$ cat src/fcc_defs.svh
// Offsets, fields, command bytes and timing figures of the card host
`ifndef FCC_DEFS_SVH
`define FCC_DEFS_SVH
// ------------------------------------------------------------
// Register offsets (byte addresses)
// ------------------------------------------------------------
`define FCC_OFS_CMD 8'h00
`define FCC_OFS_ADDR 8'h04
`define FCC_OFS_WDATA 8'h08
`define FCC_OFS_RDATA 8'h0C
`define FCC_OFS_STAT 8'h10
// ------------------------------------------------------------
// Fields
// ------------------------------------------------------------
`define FCC_AW 25
`define FCC_CMD_OP_MSB 3
`define FCC_CMD_LANE_LSB 4
`define FCC_ST_BUSY 0
`define FCC_ST_REFUSED 1
`define FCC_ST_WINDOW 2
`define FCC_ST_SUSP 3
`define FCC_ST_IDENT 4
`define FCC_ST_PROTECT 5
`define FCC_ST_ERASING 6
`define FCC_ST_CARD_WIN 7
`define FCC_ST_TOGGLE 8
`define FCC_LANE_RST 2'h3
// ------------------------------------------------------------
// Operation codes written to the command register
// ------------------------------------------------------------
`define FCC_OP_READ 4'h0
`define FCC_OP_POLL 4'h1
`define FCC_OP_PROG 4'h2
`define FCC_OP_SERASE 4'h3
`define FCC_OP_ADDSEC 4'h4
`define FCC_OP_SUSP 4'h5
`define FCC_OP_RESUME 4'h6
`define FCC_OP_IDENT 4'h7
`define FCC_OP_RDRST 4'h8
`define FCC_OP_HWRST 4'h9
// ------------------------------------------------------------
// Command bytes and unlock addresses
// ------------------------------------------------------------
`define FCC_CB_UNL1 8'hAA
`define FCC_CB_UNL2 8'h55
`define FCC_CB_ERASE 8'h80
`define FCC_CB_SECTOR 8'h30
`define FCC_CB_SUSP 8'hB0
`define FCC_CB_RESUME 8'h30
`define FCC_CB_PROG 8'hA0
`define FCC_CB_IDENT 8'h90
`define FCC_CB_RDRST 8'hF0
`define FCC_CMA1 25'h000AAAA
`define FCC_CMA2 25'h0005555
// ------------------------------------------------------------
// Timing
// ------------------------------------------------------------
`define FCC_CLK_MHZ 200
`define FCC_T_STROBE_NS 150
`define FCC_T_RST_PULSE_NS 500
`define FCC_T_RST_READY_US 20
`define FCC_T_WIN_US 50
`define FCC_CYC_STROBE ((`FCC_T_STROBE_NS*`FCC_CLK_MHZ+999)/1000)
`define FCC_CYC_RST_PULSE ((`FCC_T_RST_PULSE_NS*`FCC_CLK_MHZ+999)/1000)
`define FCC_CYC_RST_READY (`FCC_T_RST_READY_US*`FCC_CLK_MHZ)
`define FCC_CYC_WIN (`FCC_T_WIN_US*`FCC_CLK_MHZ)
`endif

$ cat src/fcc_pkg.sv
// Types shared by the card host modules
package fcc_pkg;
    typedef logic [24:0] fcc_addr_t;
    typedef enum logic [1:0] {ST_IDLE, ST_CYC, ST_RST_HI, ST_RST_WAIT} fcc_st_e;
    typedef enum logic [1:0] {EN_IDLE, EN_SET, EN_STB, EN_HOLD} fcc_eng_e;
    typedef struct packed {
        logic last;
        logic wr;
        logic use_wdata;
        fcc_addr_t addr;
        logic [7:0] dat;
    } fcc_step_s;
endpackage : fcc_pkg

$ cat src/fcc_cyc_if.sv
// Request and answer between sequencer and card bus cycle engine
`timescale 1ns/1ps
interface fcc_cyc_if;
    logic req;
    logic wr;
    logic [24:0] addr;
    logic [15:0] wdata;
    logic [1:0] lanes;
    logic ack;
    logic [15:0] rdata;
    modport mst (output req, wr, addr, wdata, lanes, input ack, rdata);
    modport eng (input req, wr, addr, wdata, lanes, output ack, rdata);
endinterface : fcc_cyc_if

$ cat src/fcc_cyc_eng.sv
// One card bus cycle: card enables, strobes, address and data pins
`timescale 1ns/1ps
`include "fcc_defs.svh"
module fcc_cyc_eng #(
    parameter int STROBE_CYC = `FCC_CYC_STROBE
) (
    // Clock and reset
    input wire logic clk_sys,
    input wire logic rst,
    // Sequencer side
    fcc_cyc_if.eng cyc,
    // Card pins
    output logic card_ce1_n,
    output logic card_ce2_n,
    output logic card_oe_n,
    output logic card_we_n,
    output logic [24:0] card_addr,
    output logic [15:0] card_data_o,
    output logic [15:0] card_data_oe,
    input wire logic [15:0] card_data_i
);
    import fcc_pkg::*;

    fcc_eng_e st_ff, nxt_st;
    logic [7:0] cnt_ff;
    logic [24:0] addr_ff;
    logic [15:0] rdata_ff;
    logic [15:0] wdata_ff;
    logic [1:0] lanes_ff;
    logic wr_ff;
    logic active;
    logic strobe;
    logic stb_done;

    // ------------------------------------------------------------
    // Sequencing
    // ------------------------------------------------------------
    assign active = (st_ff != EN_IDLE);
    assign strobe = (st_ff == EN_STB);
    assign stb_done = strobe && (cnt_ff == 8'(STROBE_CYC - 1));
    assign cyc.ack = (st_ff == EN_HOLD);
    assign cyc.rdata = rdata_ff;

    always_comb begin
        nxt_st = st_ff;
        case (st_ff)
            EN_IDLE: if (cyc.req) nxt_st = EN_SET;
            EN_SET: nxt_st = EN_STB;
            EN_STB: if (stb_done) nxt_st = EN_HOLD;
            default: nxt_st = EN_IDLE;
        endcase
    end

    always_ff @(posedge clk_sys or posedge rst) begin
        if (rst) begin
            st_ff <= EN_IDLE;
            cnt_ff <= 8'h00;
        end else begin
            st_ff <= nxt_st;
            cnt_ff <= strobe ? cnt_ff + 8'h01 : 8'h00;
        end
    end

    // Request copied once so the pins stay steady for the whole cycle
    always_ff @(posedge clk_sys or posedge rst) begin
        if (rst) begin
            addr_ff <= 25'h0000000;
            wdata_ff <= 16'h0000;
            lanes_ff <= 2'h0;
            wr_ff <= 1'b0;
            rdata_ff <= 16'h0000;
        end else begin
            if (st_ff == EN_IDLE && cyc.req) begin
                addr_ff <= cyc.addr;
                wdata_ff <= cyc.wdata;
                lanes_ff <= cyc.lanes;
                wr_ff <= cyc.wr;
            end
            if (stb_done && !wr_ff) rdata_ff <= card_data_i;
        end
    end

    // ------------------------------------------------------------
    // Pins
    // ------------------------------------------------------------
    // Both enables high between cycles: card in standby
    assign card_ce1_n = !(active && lanes_ff[0]);
    assign card_ce2_n = !(active && lanes_ff[1]);
    // Address is steady a cycle before we falls, data a cycle past rise
    assign card_we_n = !(strobe && wr_ff);
    assign card_oe_n = !(strobe && !wr_ff);
    assign card_addr = addr_ff;
    assign card_data_o = wdata_ff;
    assign card_data_oe = {{8{active && wr_ff && lanes_ff[1]}},
                           {8{active && wr_ff && lanes_ff[0]}}};
endmodule : fcc_cyc_eng

$ cat src/fcc_host.sv
// Flash card host: Wishbone registers and command sequencer
`timescale 1ns/1ps
`include "fcc_defs.svh"
// Overview of operation
// - Sector erase is six writes, last one carrying the sector address.
// - Extra sectors join by 30H only within 50 us of the last.
// - Completion polling reads an address inside an erasing sector.
// - 90H enters identifier read until a read/reset command.
// - Reset pin high at least 500 ns; card ready 20 us later.
module fcc_host #(
    parameter int WIN_CYC = `FCC_CYC_WIN,
    parameter int RST_PULSE_CYC = `FCC_CYC_RST_PULSE,
    parameter int RST_READY_CYC = `FCC_CYC_RST_READY
) (
    // Clock and reset
    input wire logic clk_sys,
    input wire logic rst,
    // Wishbone slave
    input wire logic wb_cyc_i,
    input wire logic wb_stb_i,
    input wire logic wb_we_i,
    input wire logic [7:0] wb_adr_i,
    input wire logic [3:0] wb_sel_i,
    input wire logic [31:0] wb_dat_i,
    output logic [31:0] wb_dat_o,
    output logic wb_ack_o,
    // Card pins
    output logic card_reset,
    output logic card_ce1_n,
    output logic card_ce2_n,
    output logic card_oe_n,
    output logic card_we_n,
    output logic card_reg_n,
    output logic [24:0] card_addr,
    output logic [15:0] card_data_o,
    output logic [15:0] card_data_oe,
    input wire logic [15:0] card_data_i,
    input wire logic card_protect_i
);
    import fcc_pkg::*;

    fcc_cyc_if cyc ();

    fcc_st_e st_ff;
    logic ack_ff;
    logic [31:0] dat_ff;
    logic [3:0] op_ff;
    logic [1:0] lanes_ff;
    logic [2:0] step_ff;
    fcc_addr_t addr_ff;
    fcc_addr_t sec_ff;
    logic [15:0] wdata_ff;
    logic [15:0] rdata_ff;
    logic [15:0] prev_ff;
    logic [15:0] win_ff;
    logic [15:0] rcnt_ff;
    logic refused_ff;
    logic susp_ff;
    logic ident_ff;
    logic erasing_ff;
    logic req_ff;
    fcc_step_s step;

    // ------------------------------------------------------------
    // Bus decode
    // ------------------------------------------------------------
    wire bus_req = wb_cyc_i && wb_stb_i;
    wire bus_wr = bus_req && wb_we_i && ack_ff;
    wire sel_cmd = (wb_adr_i == `FCC_OFS_CMD);
    wire sel_addr = (wb_adr_i == `FCC_OFS_ADDR);
    wire sel_wdata = (wb_adr_i == `FCC_OFS_WDATA);
    wire sel_rdata = (wb_adr_i == `FCC_OFS_RDATA);
    wire sel_stat = (wb_adr_i == `FCC_OFS_STAT);
    wire [3:0] new_op = wb_dat_i[`FCC_CMD_OP_MSB:0];
    wire [1:0] new_lanes = wb_dat_i[`FCC_CMD_LANE_LSB+1:`FCC_CMD_LANE_LSB];
    wire cmd_wr = bus_wr && sel_cmd && wb_sel_i[0];
    wire busy = (st_ff != ST_IDLE);
    wire win_open = (win_ff != 16'h0000);
    wire is_read = (new_op == `FCC_OP_READ) || (new_op == `FCC_OP_POLL);
    wire is_card_wr = !is_read && (new_op != `FCC_OP_HWRST);

    // ------------------------------------------------------------
    // Acceptance of an operation
    // ------------------------------------------------------------
    wire bad_op = (new_op > `FCC_OP_HWRST);
    wire bad_prot = is_card_wr && card_protect_i;
    wire bad_add = (new_op == `FCC_OP_ADDSEC) && !win_open;
    wire bad_susp = (new_op == `FCC_OP_SUSP)
                    && !(erasing_ff && !susp_ff);
    wire bad_res = (new_op == `FCC_OP_RESUME) && !susp_ff;
    // Card would ignore these while it erases, so do not send them
    wire bad_busy = erasing_ff && !susp_ff && !win_open
                    && ((new_op == `FCC_OP_PROG)
                    || (new_op == `FCC_OP_SERASE)
                    || (new_op == `FCC_OP_IDENT));
    wire bad_poll = (new_op == `FCC_OP_POLL) && !erasing_ff;
    wire refuse = busy || bad_op || bad_prot || bad_add || bad_susp
                  || bad_res || bad_busy || bad_poll;
    wire start = cmd_wr && !refuse;
    wire last_ack = (st_ff == ST_CYC) && cyc.ack && step.last;

    // ------------------------------------------------------------
    // Step table of each command sequence
    // ------------------------------------------------------------
    function automatic fcc_step_s step_of(input logic [3:0] op,
                                          input logic [2:0] s,
                                          input fcc_addr_t a,
                                          input fcc_addr_t sa);
        fcc_step_s r;
        r = '{last: 1'b1, wr: 1'b1, use_wdata: 1'b0, addr: a,
              dat: `FCC_CB_RDRST};
        if (op == `FCC_OP_READ) begin
            r.wr = 1'b0;
        end else if (op == `FCC_OP_POLL) begin
            r.wr = 1'b0;
            r.addr = sa;
        end else if (s == 3'h0 && op != `FCC_OP_SUSP
                     && op != `FCC_OP_RESUME && op != `FCC_OP_RDRST
                     && op != `FCC_OP_ADDSEC) begin
            r = '{1'b0, 1'b1, 1'b0, `FCC_CMA1, `FCC_CB_UNL1};
        end else if (op == `FCC_OP_SUSP) begin
            r.dat = `FCC_CB_SUSP;
        end else if (op == `FCC_OP_RESUME) begin
            r.dat = `FCC_CB_RESUME;
        end else if (op == `FCC_OP_ADDSEC) begin
            r.dat = `FCC_CB_SECTOR;
        end else if (s == 3'h1 || s == 3'h4) begin
            r = '{1'b0, 1'b1, 1'b0, `FCC_CMA2, `FCC_CB_UNL2};
        end else if (s == 3'h3) begin
            r = '{1'b0, 1'b1, 1'b0, `FCC_CMA1, `FCC_CB_UNL1};
        end else if (op == `FCC_OP_PROG) begin
            r = '{(s == 3'h3), 1'b1, (s == 3'h3), (s == 3'h3) ? a
                  : `FCC_CMA1, `FCC_CB_PROG};
        end else if (op == `FCC_OP_IDENT) begin
            r = '{1'b1, 1'b1, 1'b0, `FCC_CMA1, `FCC_CB_IDENT};
        end else if (s == 3'h2) begin
            r = '{1'b0, 1'b1, 1'b0, `FCC_CMA1, `FCC_CB_ERASE};
        end else if (op != `FCC_OP_RDRST) begin
            r.dat = `FCC_CB_SECTOR;
        end
        if (op == `FCC_OP_PROG && s == 3'h3) begin
            r.last = 1'b1;
            r.use_wdata = 1'b1;
            r.addr = a;
        end
        return r;
    endfunction : step_of

    assign step = step_of(op_ff, step_ff, addr_ff, sec_ff);
    assign cyc.req = req_ff;
    assign cyc.wr = step.wr;
    assign cyc.addr = step.addr;
    assign cyc.wdata = step.use_wdata ? wdata_ff : {step.dat, step.dat};
    assign cyc.lanes = lanes_ff;

    // ------------------------------------------------------------
    // Sequencer
    // ------------------------------------------------------------
    always_ff @(posedge clk_sys or posedge rst) begin
        if (rst) begin
            st_ff <= ST_IDLE;
            step_ff <= 3'h0;
            req_ff <= 1'b0;
            rcnt_ff <= 16'h0000;
        end else begin
            case (st_ff)
                ST_IDLE: if (start) begin
                    step_ff <= 3'h0;
                    rcnt_ff <= 16'h0000;
                    req_ff <= (new_op != `FCC_OP_HWRST);
                    st_ff <= (new_op == `FCC_OP_HWRST) ? ST_RST_HI : ST_CYC;
                end
                ST_CYC: if (cyc.ack) begin
                    step_ff <= step_ff + 3'h1;
                    req_ff <= !step.last;
                    if (step.last) st_ff <= ST_IDLE;
                end
                ST_RST_HI: begin
                    rcnt_ff <= rcnt_ff + 16'h0001;
                    if (rcnt_ff == 16'(RST_PULSE_CYC - 1)) begin
                        rcnt_ff <= 16'h0000;
                        st_ff <= ST_RST_WAIT;
                    end
                end
                default: begin
                    // Covers the 20 us ready time that follows the 500 ns reset pulse
                    rcnt_ff <= rcnt_ff + 16'h0001;
                    if (rcnt_ff == 16'(RST_READY_CYC - 1))
                        st_ff <= ST_IDLE;
                end
            endcase
        end
    end

    // ------------------------------------------------------------
    // Host view of card mode
    // ------------------------------------------------------------
    wire hw_rst = (st_ff == ST_RST_HI);
    wire win_load = last_ack && ((op_ff == `FCC_OP_SERASE)
                    || (op_ff == `FCC_OP_ADDSEC));
    wire win_kill = hw_rst || (start && is_card_wr
                    && new_op != `FCC_OP_ADDSEC);
    wire clr_erasing = bus_wr && sel_stat && wb_dat_i[`FCC_ST_ERASING];
    wire clr_refused = bus_wr && sel_stat && wb_dat_i[`FCC_ST_REFUSED];

    always_ff @(posedge clk_sys or posedge rst) begin
        if (rst) begin
            win_ff <= 16'h0000;
        end else if (win_load) begin
            win_ff <= 16'(WIN_CYC);
        end else if (win_kill) begin
            win_ff <= 16'h0000;
        end else if (win_open) begin
            win_ff <= win_ff - 16'h0001;
        end
    end

    always_ff @(posedge clk_sys or posedge rst) begin
        if (rst) begin
            susp_ff <= 1'b0;
            ident_ff <= 1'b0;
            erasing_ff <= 1'b0;
            refused_ff <= 1'b0;
        end else begin
            // Reset aborts everything; erased sectors may be damaged
            if (hw_rst) begin
                susp_ff <= 1'b0;
                ident_ff <= 1'b0;
                erasing_ff <= 1'b0;
            end else if (last_ack) begin
                if (op_ff == `FCC_OP_SUSP) susp_ff <= 1'b1;
                if (op_ff == `FCC_OP_RESUME) susp_ff <= 1'b0;
                if (op_ff == `FCC_OP_IDENT) ident_ff <= 1'b1;
                if (op_ff == `FCC_OP_RDRST) ident_ff <= 1'b0;
                if (op_ff == `FCC_OP_SERASE) erasing_ff <= 1'b1;
            end else if (clr_erasing && !susp_ff) begin
                erasing_ff <= 1'b0;
            end
            // Set wins over clear
            if (cmd_wr && refuse) refused_ff <= 1'b1;
            else if (clr_refused) refused_ff <= 1'b0;
        end
    end

    // ------------------------------------------------------------
    // Registers
    // ------------------------------------------------------------
    always_ff @(posedge clk_sys or posedge rst) begin
        if (rst) begin
            op_ff <= `FCC_OP_READ;
            lanes_ff <= `FCC_LANE_RST;
            addr_ff <= 25'h0000000;
            sec_ff <= 25'h0000000;
            wdata_ff <= 16'h0000;
            rdata_ff <= 16'h0000;
            prev_ff <= 16'h0000;
        end else begin
            if (start) op_ff <= new_op;
            if (start) lanes_ff <= (new_lanes == 2'h0) ? `FCC_LANE_RST
                                                       : new_lanes;
            if (start && new_op == `FCC_OP_SERASE) sec_ff <= addr_ff;
            if (bus_wr && sel_addr && !busy) addr_ff <= wb_dat_i[24:0];
            if (bus_wr && sel_wdata && !busy) wdata_ff <= wb_dat_i[15:0];
            if (last_ack && !step.wr) begin
                prev_ff <= rdata_ff;
                rdata_ff <= cyc.rdata;
            end
        end
    end

    wire [15:0] tog = rdata_ff ^ prev_ff;
    wire [15:0] stat = {7'h00,
        tog[2] || tog[10],
        rdata_ff[3] || rdata_ff[11],
        erasing_ff, card_protect_i, ident_ff, susp_ff, win_open,
        refused_ff, busy};
    wire [31:0] rd_mux = sel_cmd ? {26'h0, lanes_ff, op_ff}
                       : sel_addr ? {7'h00, addr_ff}
                       : sel_wdata ? {16'h0000, wdata_ff}
                       : sel_rdata ? {16'h0000, rdata_ff}
                       : sel_stat ? {16'h0000, stat}
                       : 32'h00000000;

    // Ack one cycle after the request, dropped in the next
    always_ff @(posedge clk_sys or posedge rst) begin
        if (rst) begin
            ack_ff <= 1'b0;
            dat_ff <= 32'h00000000;
        end else begin
            ack_ff <= bus_req && !ack_ff;
            dat_ff <= rd_mux;
        end
    end

    assign wb_ack_o = ack_ff;
    assign wb_dat_o = dat_ff;
    assign card_reset = hw_rst;
    assign card_reg_n = 1'b1;

    fcc_cyc_eng u_eng (
        .clk_sys(clk_sys),
        .rst(rst),
        .cyc(cyc),
        .card_ce1_n(card_ce1_n),
        .card_ce2_n(card_ce2_n),
        .card_oe_n(card_oe_n),
        .card_we_n(card_we_n),
        .card_addr(card_addr),
        .card_data_o(card_data_o),
        .card_data_oe(card_data_oe),
        .card_data_i(card_data_i)
    );
endmodule : fcc_host

$ cat config.mk
export PLATFORM = sky130hd
export DESIGN_NAME = fcc_host
export DESIGN_NICKNAME = d
export VERILOG_FILES = /design/src/fcc_pkg.sv /design/src/fcc_cyc_if.sv /design/src/fcc_cyc_eng.sv /design/src/fcc_host.sv
export VERILOG_INCLUDE_DIRS = /design/src /design/src/src
export SDC_FILE = /design/constraint.sdc
export NUM_CORES = 1
export LEC_CHECK = 0
export ABC_AREA = 1
export BUFFER_PORTS_ARGS = -buffer_cell sky130_fd_sc_hd__buf_2
export CORE_MARGIN = 3
export CORE_UTILIZATION = 40
export DETAILED_ROUTE_END_ITERATION = 10
export GPL_TIMING_DRIVEN = 0
export HOLD_SLACK_MARGIN = 0.1
export MAX_ROUTING_LAYER = met4
export SLEW_MARGIN = 30
export SYNTH_ARGS = -nofsm -noshare
export SYNTH_HDL_FRONTEND = slang
export SYNTH_HIERARCHICAL = 1
export SYNTH_SLANG_ARGS = --single-unit
$ cat constraint.sdc
create_clock -name clk_sys -period 11.75 [get_ports clk_sys]
set_input_delay 0.5875 -clock clk_sys [delete_from_list [all_inputs] [get_ports clk_sys]]
set_output_delay 0.5875 -clock clk_sys [all_outputs]
set_load 0.02 [all_outputs]
; Word-level counts from Yosys, hierarchy flattened
; Cells that the tools add are included.
[word_totals]
wordCells = 247
out_inout_bits = 96
regBits = 237
inputBits = 66
[op_classes]
reduce_logical = 102
mux = 68
order_cmp = 1
n_addsub = 4
eq_ne = 45
n_bitwise = 2
[op_table]
columns = op, count
row1 = 36-bit two-way mux, 5
row2 = 16-bit two-way mux, 8
row3 = 28-bit two-way mux, 4
row4 = 25-bit two-way mux, 3
row5 = 8-bit two-way mux, 7
row6 = 16-bit case mux with 3 select lines, 1
row7 = 1-bit logical AND, 47
row8 = 34-bit two-way mux, 1
row9 = 4-bit by 3-bit equality test with 1-bit output (second input constant), 8
row10 = 26-bit two-way mux, 1
row11 = 1-bit two-way mux, 22
row12 = 2-bit two-way mux, 9
row13 = 16-bit by 1-bit adder with 16-bit output (second input constant), 1
row14 = 16-bit by 12-bit equality test with 1-bit output (second input constant), 1
row15 = 16-bit by 7-bit equality test with 1-bit output (second input constant), 1
row16 = 4-bit by 2-bit equality test with 1-bit output (second input constant), 4
row17 = 8-bit by 4-bit equality test with 1-bit output (second input constant), 2
row18 = 8-bit by 5-bit equality test with 1-bit output (second input constant), 2
row19 = 4-bit by 3-bit inequality test with 1-bit output (second input constant), 4
row20 = 16-bit nonzero test, 1
row21 = 16-bit by 1-bit subtractor with 16-bit output (second input constant), 1
row22 = 1-bit logical NOT, 15
row23 = 1-bit logical OR, 15
row24 = 2-bit case mux with 3 select lines, 2
row25 = other kinds (31), 57

; Longest topological paths before layout
; Gate-level depths: netlist of run 1.
[logic_depth]
word_depth = 18
ltp_mapped = 14

; Cells and area by module
; Netlist of run 1, hierarchy kept.
[by_module_without_submodules]
columns = module, cells_each, area_per_inst_um2, instances
row1 = fcc_host, 1060, 8285.4, 1
row2 = fcc_cyc_eng, 249, 3051.7, 1

; Worst setup path before layout of run 1
; OpenSTA, ideal clock, no wires.
[synth_timing]
kind = reg2out
start = reg u_eng.st_ff[0]
end = out card_data_oe[10]
arrival_ns = 1.685
required_ns = 11.163
stages_incl_launch_ff = 7
setup_slack_ns = 9.478
path_cell_list = dfrtp_1 inv_1 ha_1 inv_1 nand2_1 nor2_1 buf_4
[synth_between]
elab_chain_len = 3
[synth_rtl]
columns = element, line_no
row1 = from (decl), fcc_cyc_eng.sv:24  ; fcc_eng_e st_ff, nxt_st;
row2 = from (signal assigned), fcc_cyc_eng.sv:59  ; st_ff <= nxt_st;
row3 = 2-bit nonzero test, fcc_cyc_eng.sv:38  ; assign active = (st_ff != EN_IDLE);
row4 = 1-bit logical AND (2 in series), fcc_cyc_eng.sv:94  ; assign card_data_oe = {{8{active && wr_ff && lanes_ff[1]}},
row5 = to (decl), fcc_host.sv:36  ; output logic [15:0] card_data_oe,
; No other way between the ends.

; Final worst setup path of run 1
[layout_timing]
start = reg u_eng.st_ff[0]
end = out card_data_oe[5]
[layout_between]
elab_chain_len = 3
[layout_rtl]
columns = element, line_no
row1 = 2-bit nonzero test, fcc_cyc_eng.sv:38
row2 = 1-bit logical AND (2 in series), fcc_cyc_eng.sv:95  ; {8{active && wr_ff && lanes_ff[0]}}};
; No other way between the ends.

==> results of run 1 <==
[cell type report]
type                            count  share of cell area
Antenna cell                        1           0.0001851
Buffer                             61             0.02860
Clock buffer                       29             0.05118
Clock inverter                     19             0.01666
Inverter                          170             0.04813
Multi-Input combinational cell    856              0.3421
Sequential cell                   228              0.4222
Tap cell                          372             0.03443
Timing Repair Buffer              145             0.05646
[per-layer routing]
metal / share of wire / routed length [um] / global-route usage
met5: 0 / 0 / -
met4: 0.018 / 545 / 0.04189
met3: 0.054 / 1662 / 0.02927
met2: 0.48 / 14550 / 0.3348
met1: 0.45 / 13740 / 0.2751
[kinds of logic after synthesis]
kind of cell	Yosys count	share of synthesized area
simple gates	507	0.1969
compound gates	255	0.1268
buf+inv	231	0.09061
flops	228	0.5035
mux	43	0.04271
xor+xnor	26	0.02009
fa+ha+maj	17	0.01876
other cells	2	0.0006624
[metrics by stage]
step / total power [W] / setup WS (ns) / hold slack (ns) / cells
after global placement: 0.0008456 / 4.852 / 0.4364 / 1830
after CTS: 0.001708 / 8.925 / 0.1416 / 1880
final: 0.001686 / 8.992 / 0.1295 / 1881
after floorplan: 0.0008254 / 6.903 / 0.4528 / 1315
after detailed placement: 0.0008483 / 9.135 / 0.4456 / 1832
after global routing: 0.001746 / 8.763 / 0.1593 / 1881
[power breakdown]
| group | switching (W) | total (W) | leakage, nW | internal [W] |
|---|---|---|---|---|
| combinational | 0.0000335 | 0.0000467 | 3.53 | 0.0000132 |
| clock | 0.000337 | 0.000853 | 0.462 | 0.000516 |
| sequential | 0.000000205 | 0.000786 | 2.94 | 0.000786 |
| total | 0.000371 | 0.00169 | 6.93 | 0.00131 |
[sequential cells by signal, indices dropped and copies added (netlist names), 2 cells and up]
signal	cells
addr_ff	25
sec_ff	25
u_eng/st_ff	2
u_eng/card_addr	25
rdata_ff	16
win_ff	16
wb_dat_o	25
st_ff	2
u_eng/lanes_ff	2
rcnt_ff	16
u_eng/card_data_o	16
cyc.lanes	2
step_ff	3
u_eng/cyc.rdata	16
op_ff	4
prev_ff	2
wdata_ff	16
u_eng/cnt_ff	8
[worst max path at each step]
stage                                      to           start  slack (ns)
after floorplan                    addr_ff[0]             rst        6.90
after global placement              win_ff[7]             rst        4.85
after detailed placement  u_eng/card_addr[13]      step_ff[1]        9.14
after CTS                     card_data_oe[5]  u_eng/st_ff[1]        8.92
after global routing          card_data_oe[5]  u_eng/st_ff[0]        8.76
final                         card_data_oe[5]  u_eng/st_ff[0]        8.99
[cell usage in the layout (no fill, tap or decap), drive strengths merged, types with 2 or more instances in the layout]
cell | netlist | final
a21oi | 47 | 47
a22oi | 9 | 9
a32oi | 2 | 2
buf | 43 | 188
bufinv | 0 | 4
clkbuf | 18 | 47
clkinv | 2 | 15
conb | 2 | 8
dfrtp | 226 | 226
dfstp | 2 | 2
ha | 17 | 17
inv | 168 | 170
mux2 | 43 | 43
nand2 | 309 | 309
nand3 | 52 | 52
nand4 | 11 | 11
nor2 | 102 | 102
nor3 | 20 | 20
nor3b | 2 | 2
nor4 | 3 | 3
o211ai | 4 | 4
o21ai | 171 | 171
o221ai | 9 | 9
o22ai | 8 | 8
or2 | 6 | 6
xnor2 | 5 | 5
xor2 | 21 | 21
==> impl_metrics.ini, run 1 <==
[run_status]
status = finished, final reports clean

[sta]
fmax_mhz = 362.5
tns_ns = 0
finalHoldViolCount = 0
fin_crit_ns = 2.758
rsz0062_at_grt = no
slew_violations = 0
setup_viol = 0
tightest_slew_ns = 0.6370
finalCritPeriodShare = 0.2348
finClkSkew_ns = 0.01844
max-slew-margin-rel = 0.5753

[yosys]
synthArstFlopShare = 1.000
ys_warn_count = 6
synth_seq_cells = 228
synth_edf_count = 0
synth_area_sq_mm = 0.01134
avgSynthCellArea_sq_um = 8.661
yosysMostFrequentCell = nand2_1
yosys.area.top_type_share = 0.4988
synthFlopType = dfrtp_1
ys_types = 52
ys_seq_area_frac = 0.5035
synthCells = 1309
yosysTopAreaCell = dfrtp_1
synthTopCellsByArea = dfrtp_1 (50%), nand2_1 (9.5%), o21ai_0 (5.5%), inv_1 (5.2%), mux2_2 (3.6%)
ys_top_cells_by_count = nand2_1 (286), dfrtp_1 (226), inv_1 (157), o21ai_0 (125), nor2_1 (90)

[min_path]
holdCritPathClass = in2async

[placed_design]
gp_congestion = 0.9034
io_buffers = 143
dpl_cell_area_sq_mm = 0.01260
place_hpwl_mm = 22.81

[cells_and_area]
fin_util = 0.4933
area_growth_pct = 19.24
fill_cells = 2682
regArea_sq_mm = 0.005708
multi_input_area_sq_mm = 0.004624
drive_gt1_frac = 0.2341
finalInstanceArea_sq_mm = 0.01352
layout.nets = 1571

[routing]
drc = 0
drtIter0Drc = 747
first_pass_iters = 8
avgViaCountPerCell = 5.028
vias = 9458
wire_per_inst_um = 16.21
wl_mm = 30.50
drtAntennaViolNets = 0

[worst_setup_path]
slowest_stage = nor2_1
path_cells = inv_1 -> ha_1 -> inv_1 -> nand2_1 -> nor2_1 -> buf_4 -> buf_2
timing.rr.start = step_ff[1]
cp.arrival_ns = 2.17
cpLargestDelayFamily = buffers and inverters
worst-path-stages = 7
worstSetupStartpointType = register
worst-setup-path-type = reg2out
crit_path_max_incr_delay_ns = 0.42
crit_fanout = 8
worst-r2r-cell-count = 13
worst_setup_path_end_kind = primary output
required_ns = 11.16
reg2reg_to = u_eng/card_addr[13]
rrSetupSlack_ns = 9.11
critPathBufInv = 4
cpMostUsedCell = inv_1

[clocking]
htreeDepth = 1
postCtsSetupBuffers = 0
cts_hold_buf = 0
clock_sinks = 228
cts_made_buffers = 26
clk_latency_ns = 0.54
cts-root-buf = clkbuf_16
path_clk_slew_ns = 0.06
cts_tree = built
cts_resized = 0
cts_buffer_depth = 3

[power]
pwr_density_cell_mw_per_mm2 = 124.7
vdd_drop_max_v = 0.00008676
p_leak_nw = 6.928

[grt]
grt_max_degree = 81
grt_pass1_vias = 9290
grt_overflow = 0
grt.total_usage = 0.2052
grt_pass1_wl_mm = 49.36
antenna_found_initial = 1

[die]
die_area_sq_mm = 0.03040
dieHeight_um = 174.4
rows = 60
die_w_um = 174.4
fp.coreArea_sq_mm = 0.02740
boundaryPins = 162
start_util = 0.4137

[run]
maxCapViolations = 0
(Power assumes the default switching activity.)
==> run 2, diff against run 1 <==
==> constraint.sdc (replaced) <==
create_clock -name clk_sys -period 2.9 [get_ports clk_sys]
set_input_delay 0.145 -clock clk_sys [delete_from_list [all_inputs] [get_ports clk_sys]]
set_output_delay 0.145 -clock clk_sys [all_outputs]
set_load 0.02 [all_outputs]
==> impl_metrics.ini, run 2 (same netlist as run 1, synthesis figures left out) <==
[clocking]
cts_resized = 0
path_clk_slew_ns = 0.06
cts_buffer_depth = 3
clk_latency_ns = 0.54
cts-root-buf = clkbuf_16
htreeDepth = 1
cts_made_buffers = 27
cts_tree = built
clock_sinks = 228

[routing]
wl_met3_mm = 1.701
vias = 9670
avgViaCountPerCell = 5.008
wire_per_inst_um = 16.25
first_pass_iters = 5
wl_met1_mm = 13.98
drtAntennaViolNets = 0
drtIter0Drc = 685
route.met2.wl_mm = 14.79
wl_mm = 31.38
drc = 0
top_layer = met4

[grt]
grt_max_degree = 37
grt_pass1_wl_mm = 50.96
grt_overflow = 0
antenna_found_initial = 0
grt.total_usage = 0.2118
grt_pass1_vias = 9590

[die]
start_util = 0.4137
dieHeight_um = 174.4
fp.coreArea_sq_mm = 0.02740
die_area_sq_mm = 0.03040
boundaryPins = 162
rows = 60
die_w_um = 174.4

[placed_design]
place_hpwl_mm = 23.33
gp_congestion = 0.8935
io_buffers = 143
dpl_cell_area_sq_mm = 0.01270

[run_status]
status = finished, final reports clean

[cells_and_area]
multi_input_area_sq_mm = 0.004624
fill_cells = 2598
regArea_sq_mm = 0.005708
n_antenna_cell = 0
layout_common_cells = nand2_1 (286), dfrtp_1 (226), inv_1 (155), buf_2 (155), o21ai_0 (125)
drive_gt1_frac = 0.2264
final_common_cell = nand2_1
layout.nets = 1623
finalInstanceArea_sq_mm = 0.01409
fin_util = 0.5143
area_growth_pct = 24.31

[sta]
max-slew-margin-rel = 0.5721
finalHoldViolCount = 0
setup_viol = 0
fmax_mhz = 376.6
tns_ns = 0
fin_crit_ns = 2.655
rsz0062_at_grt = no
slew_violations = 0
tightest_slew_ns = 0.6405
finalCritPeriodShare = 0.9155
holdWs_ns = 0.1517
finClkSkew_ns = 0.009418

[worst_setup_path]
worst-setup-path-type = reg2reg
worst_setup_path_end_kind = register
cp.arrival_ns = 3.14
rrSetupSlack_ns = 0.24
crit_fanout = 9
worstSetupStartpointType = register
required_ns = 3.38

[power]
p_leak_nw = 7.157
pwr_density_cell_mw_per_mm2 = 492.6
vdd_drop_max_v = 0.0003838

[run]
maxCapViolations = 0

[min_path]
holdCritPathClass = in2reg
-- run 2: cell count changes in the layout (fill, tap and decap cells not counted), moves of 2 or more --
| cell | previous run | this run |
|---|---|---|
| dlygate4sd3_1 | 0 | 46 |
| clkinvlp_4 | 0 | 3 |
| clkinv_2 | 9 | 3 |
| clkinv_4 | 3 | 0 |
| buf_12 | 1 | 5 |
| clkbuf_1 | 15 | 20 |
| inv_6 | 2 | 0 |
| clkbuf_8 | 3 | 7 |
-- run 2: power breakdown --
group / total [W] / switching, W / leakage [nW] / internal (W)
combinational: 0.000256 / 0.000148 / 3.77 / 0.000107
clock: 0.00350 / 0.00134 / 0.453 / 0.00216
sequential: 0.00319 / 0.000000830 / 2.94 / 0.00318
total: 0.00694 / 0.00149 / 7.16 / 0.00545
-- run 2: path summary, 6_finish.rpt --
path                                          to        start  cells after the start
max                          u_eng/card_addr[22]   step_ff[0]                     10
max in group asynchronous            wb_dat_o[3]          rst                      6
min                                 wb_dat_o[24]  wb_adr_i[2]                      5
max reg2reg                  u_eng/card_addr[22]   step_ff[0]                     10
min reg2reg                             wb_ack_o     wb_ack_o                      1
min in group asynchronous  u_eng/card_data_o[11]          rst                      3
-- run 2: routing by layer --
metal  up-vias  global-route usage
met3        67             0.02840
met5         -                   -
met2       264              0.3402
met1      4668              0.2830
met4         0             0.05898
li1       4671                   -
-- run 2: per-stage QoR --
step,cells,setup WS (ns),total power [W]
global placement,1830,-0.3851,0.003427
detailed placement,1837,0.3410,0.003455
CTS,1931,0.3094,0.007023
finish,1931,0.2450,0.006942
floorplan,1315,0.7558,0.003345
global route,1931,0.01171,0.007185
-- run 2: cell type report --
cell class | count | area share
Buffer | 61 | 0.02743
Clock buffer | 39 | 0.05611
Clock inverter | 9 | 0.009943
Inverter | 170 | 0.04590
Multi-Input combinational cell | 856 | 0.3281
Sequential cell | 228 | 0.4050
Tap cell | 372 | 0.03303
Timing Repair Buffer | 196 | 0.09446
-- run 2: timing repair --
item	in CTS	in global routing
endpoints found under the hold margin	157	0
setup buffers	0	0
hold buffers	46	0
-- run 2: worst max-delay path: stages, from the launching register on --
cell and delay, ns:
dfrtp_1 0.41, ha_1 0.22, ha_1 0.21, inv_1 0.10, nand2_1 0.09, nor2_1 0.22
o21bai_1 0.17, o21ai_0 0.43, inv_1 0.29, o21ai_0 0.26, mux2_2 0.19
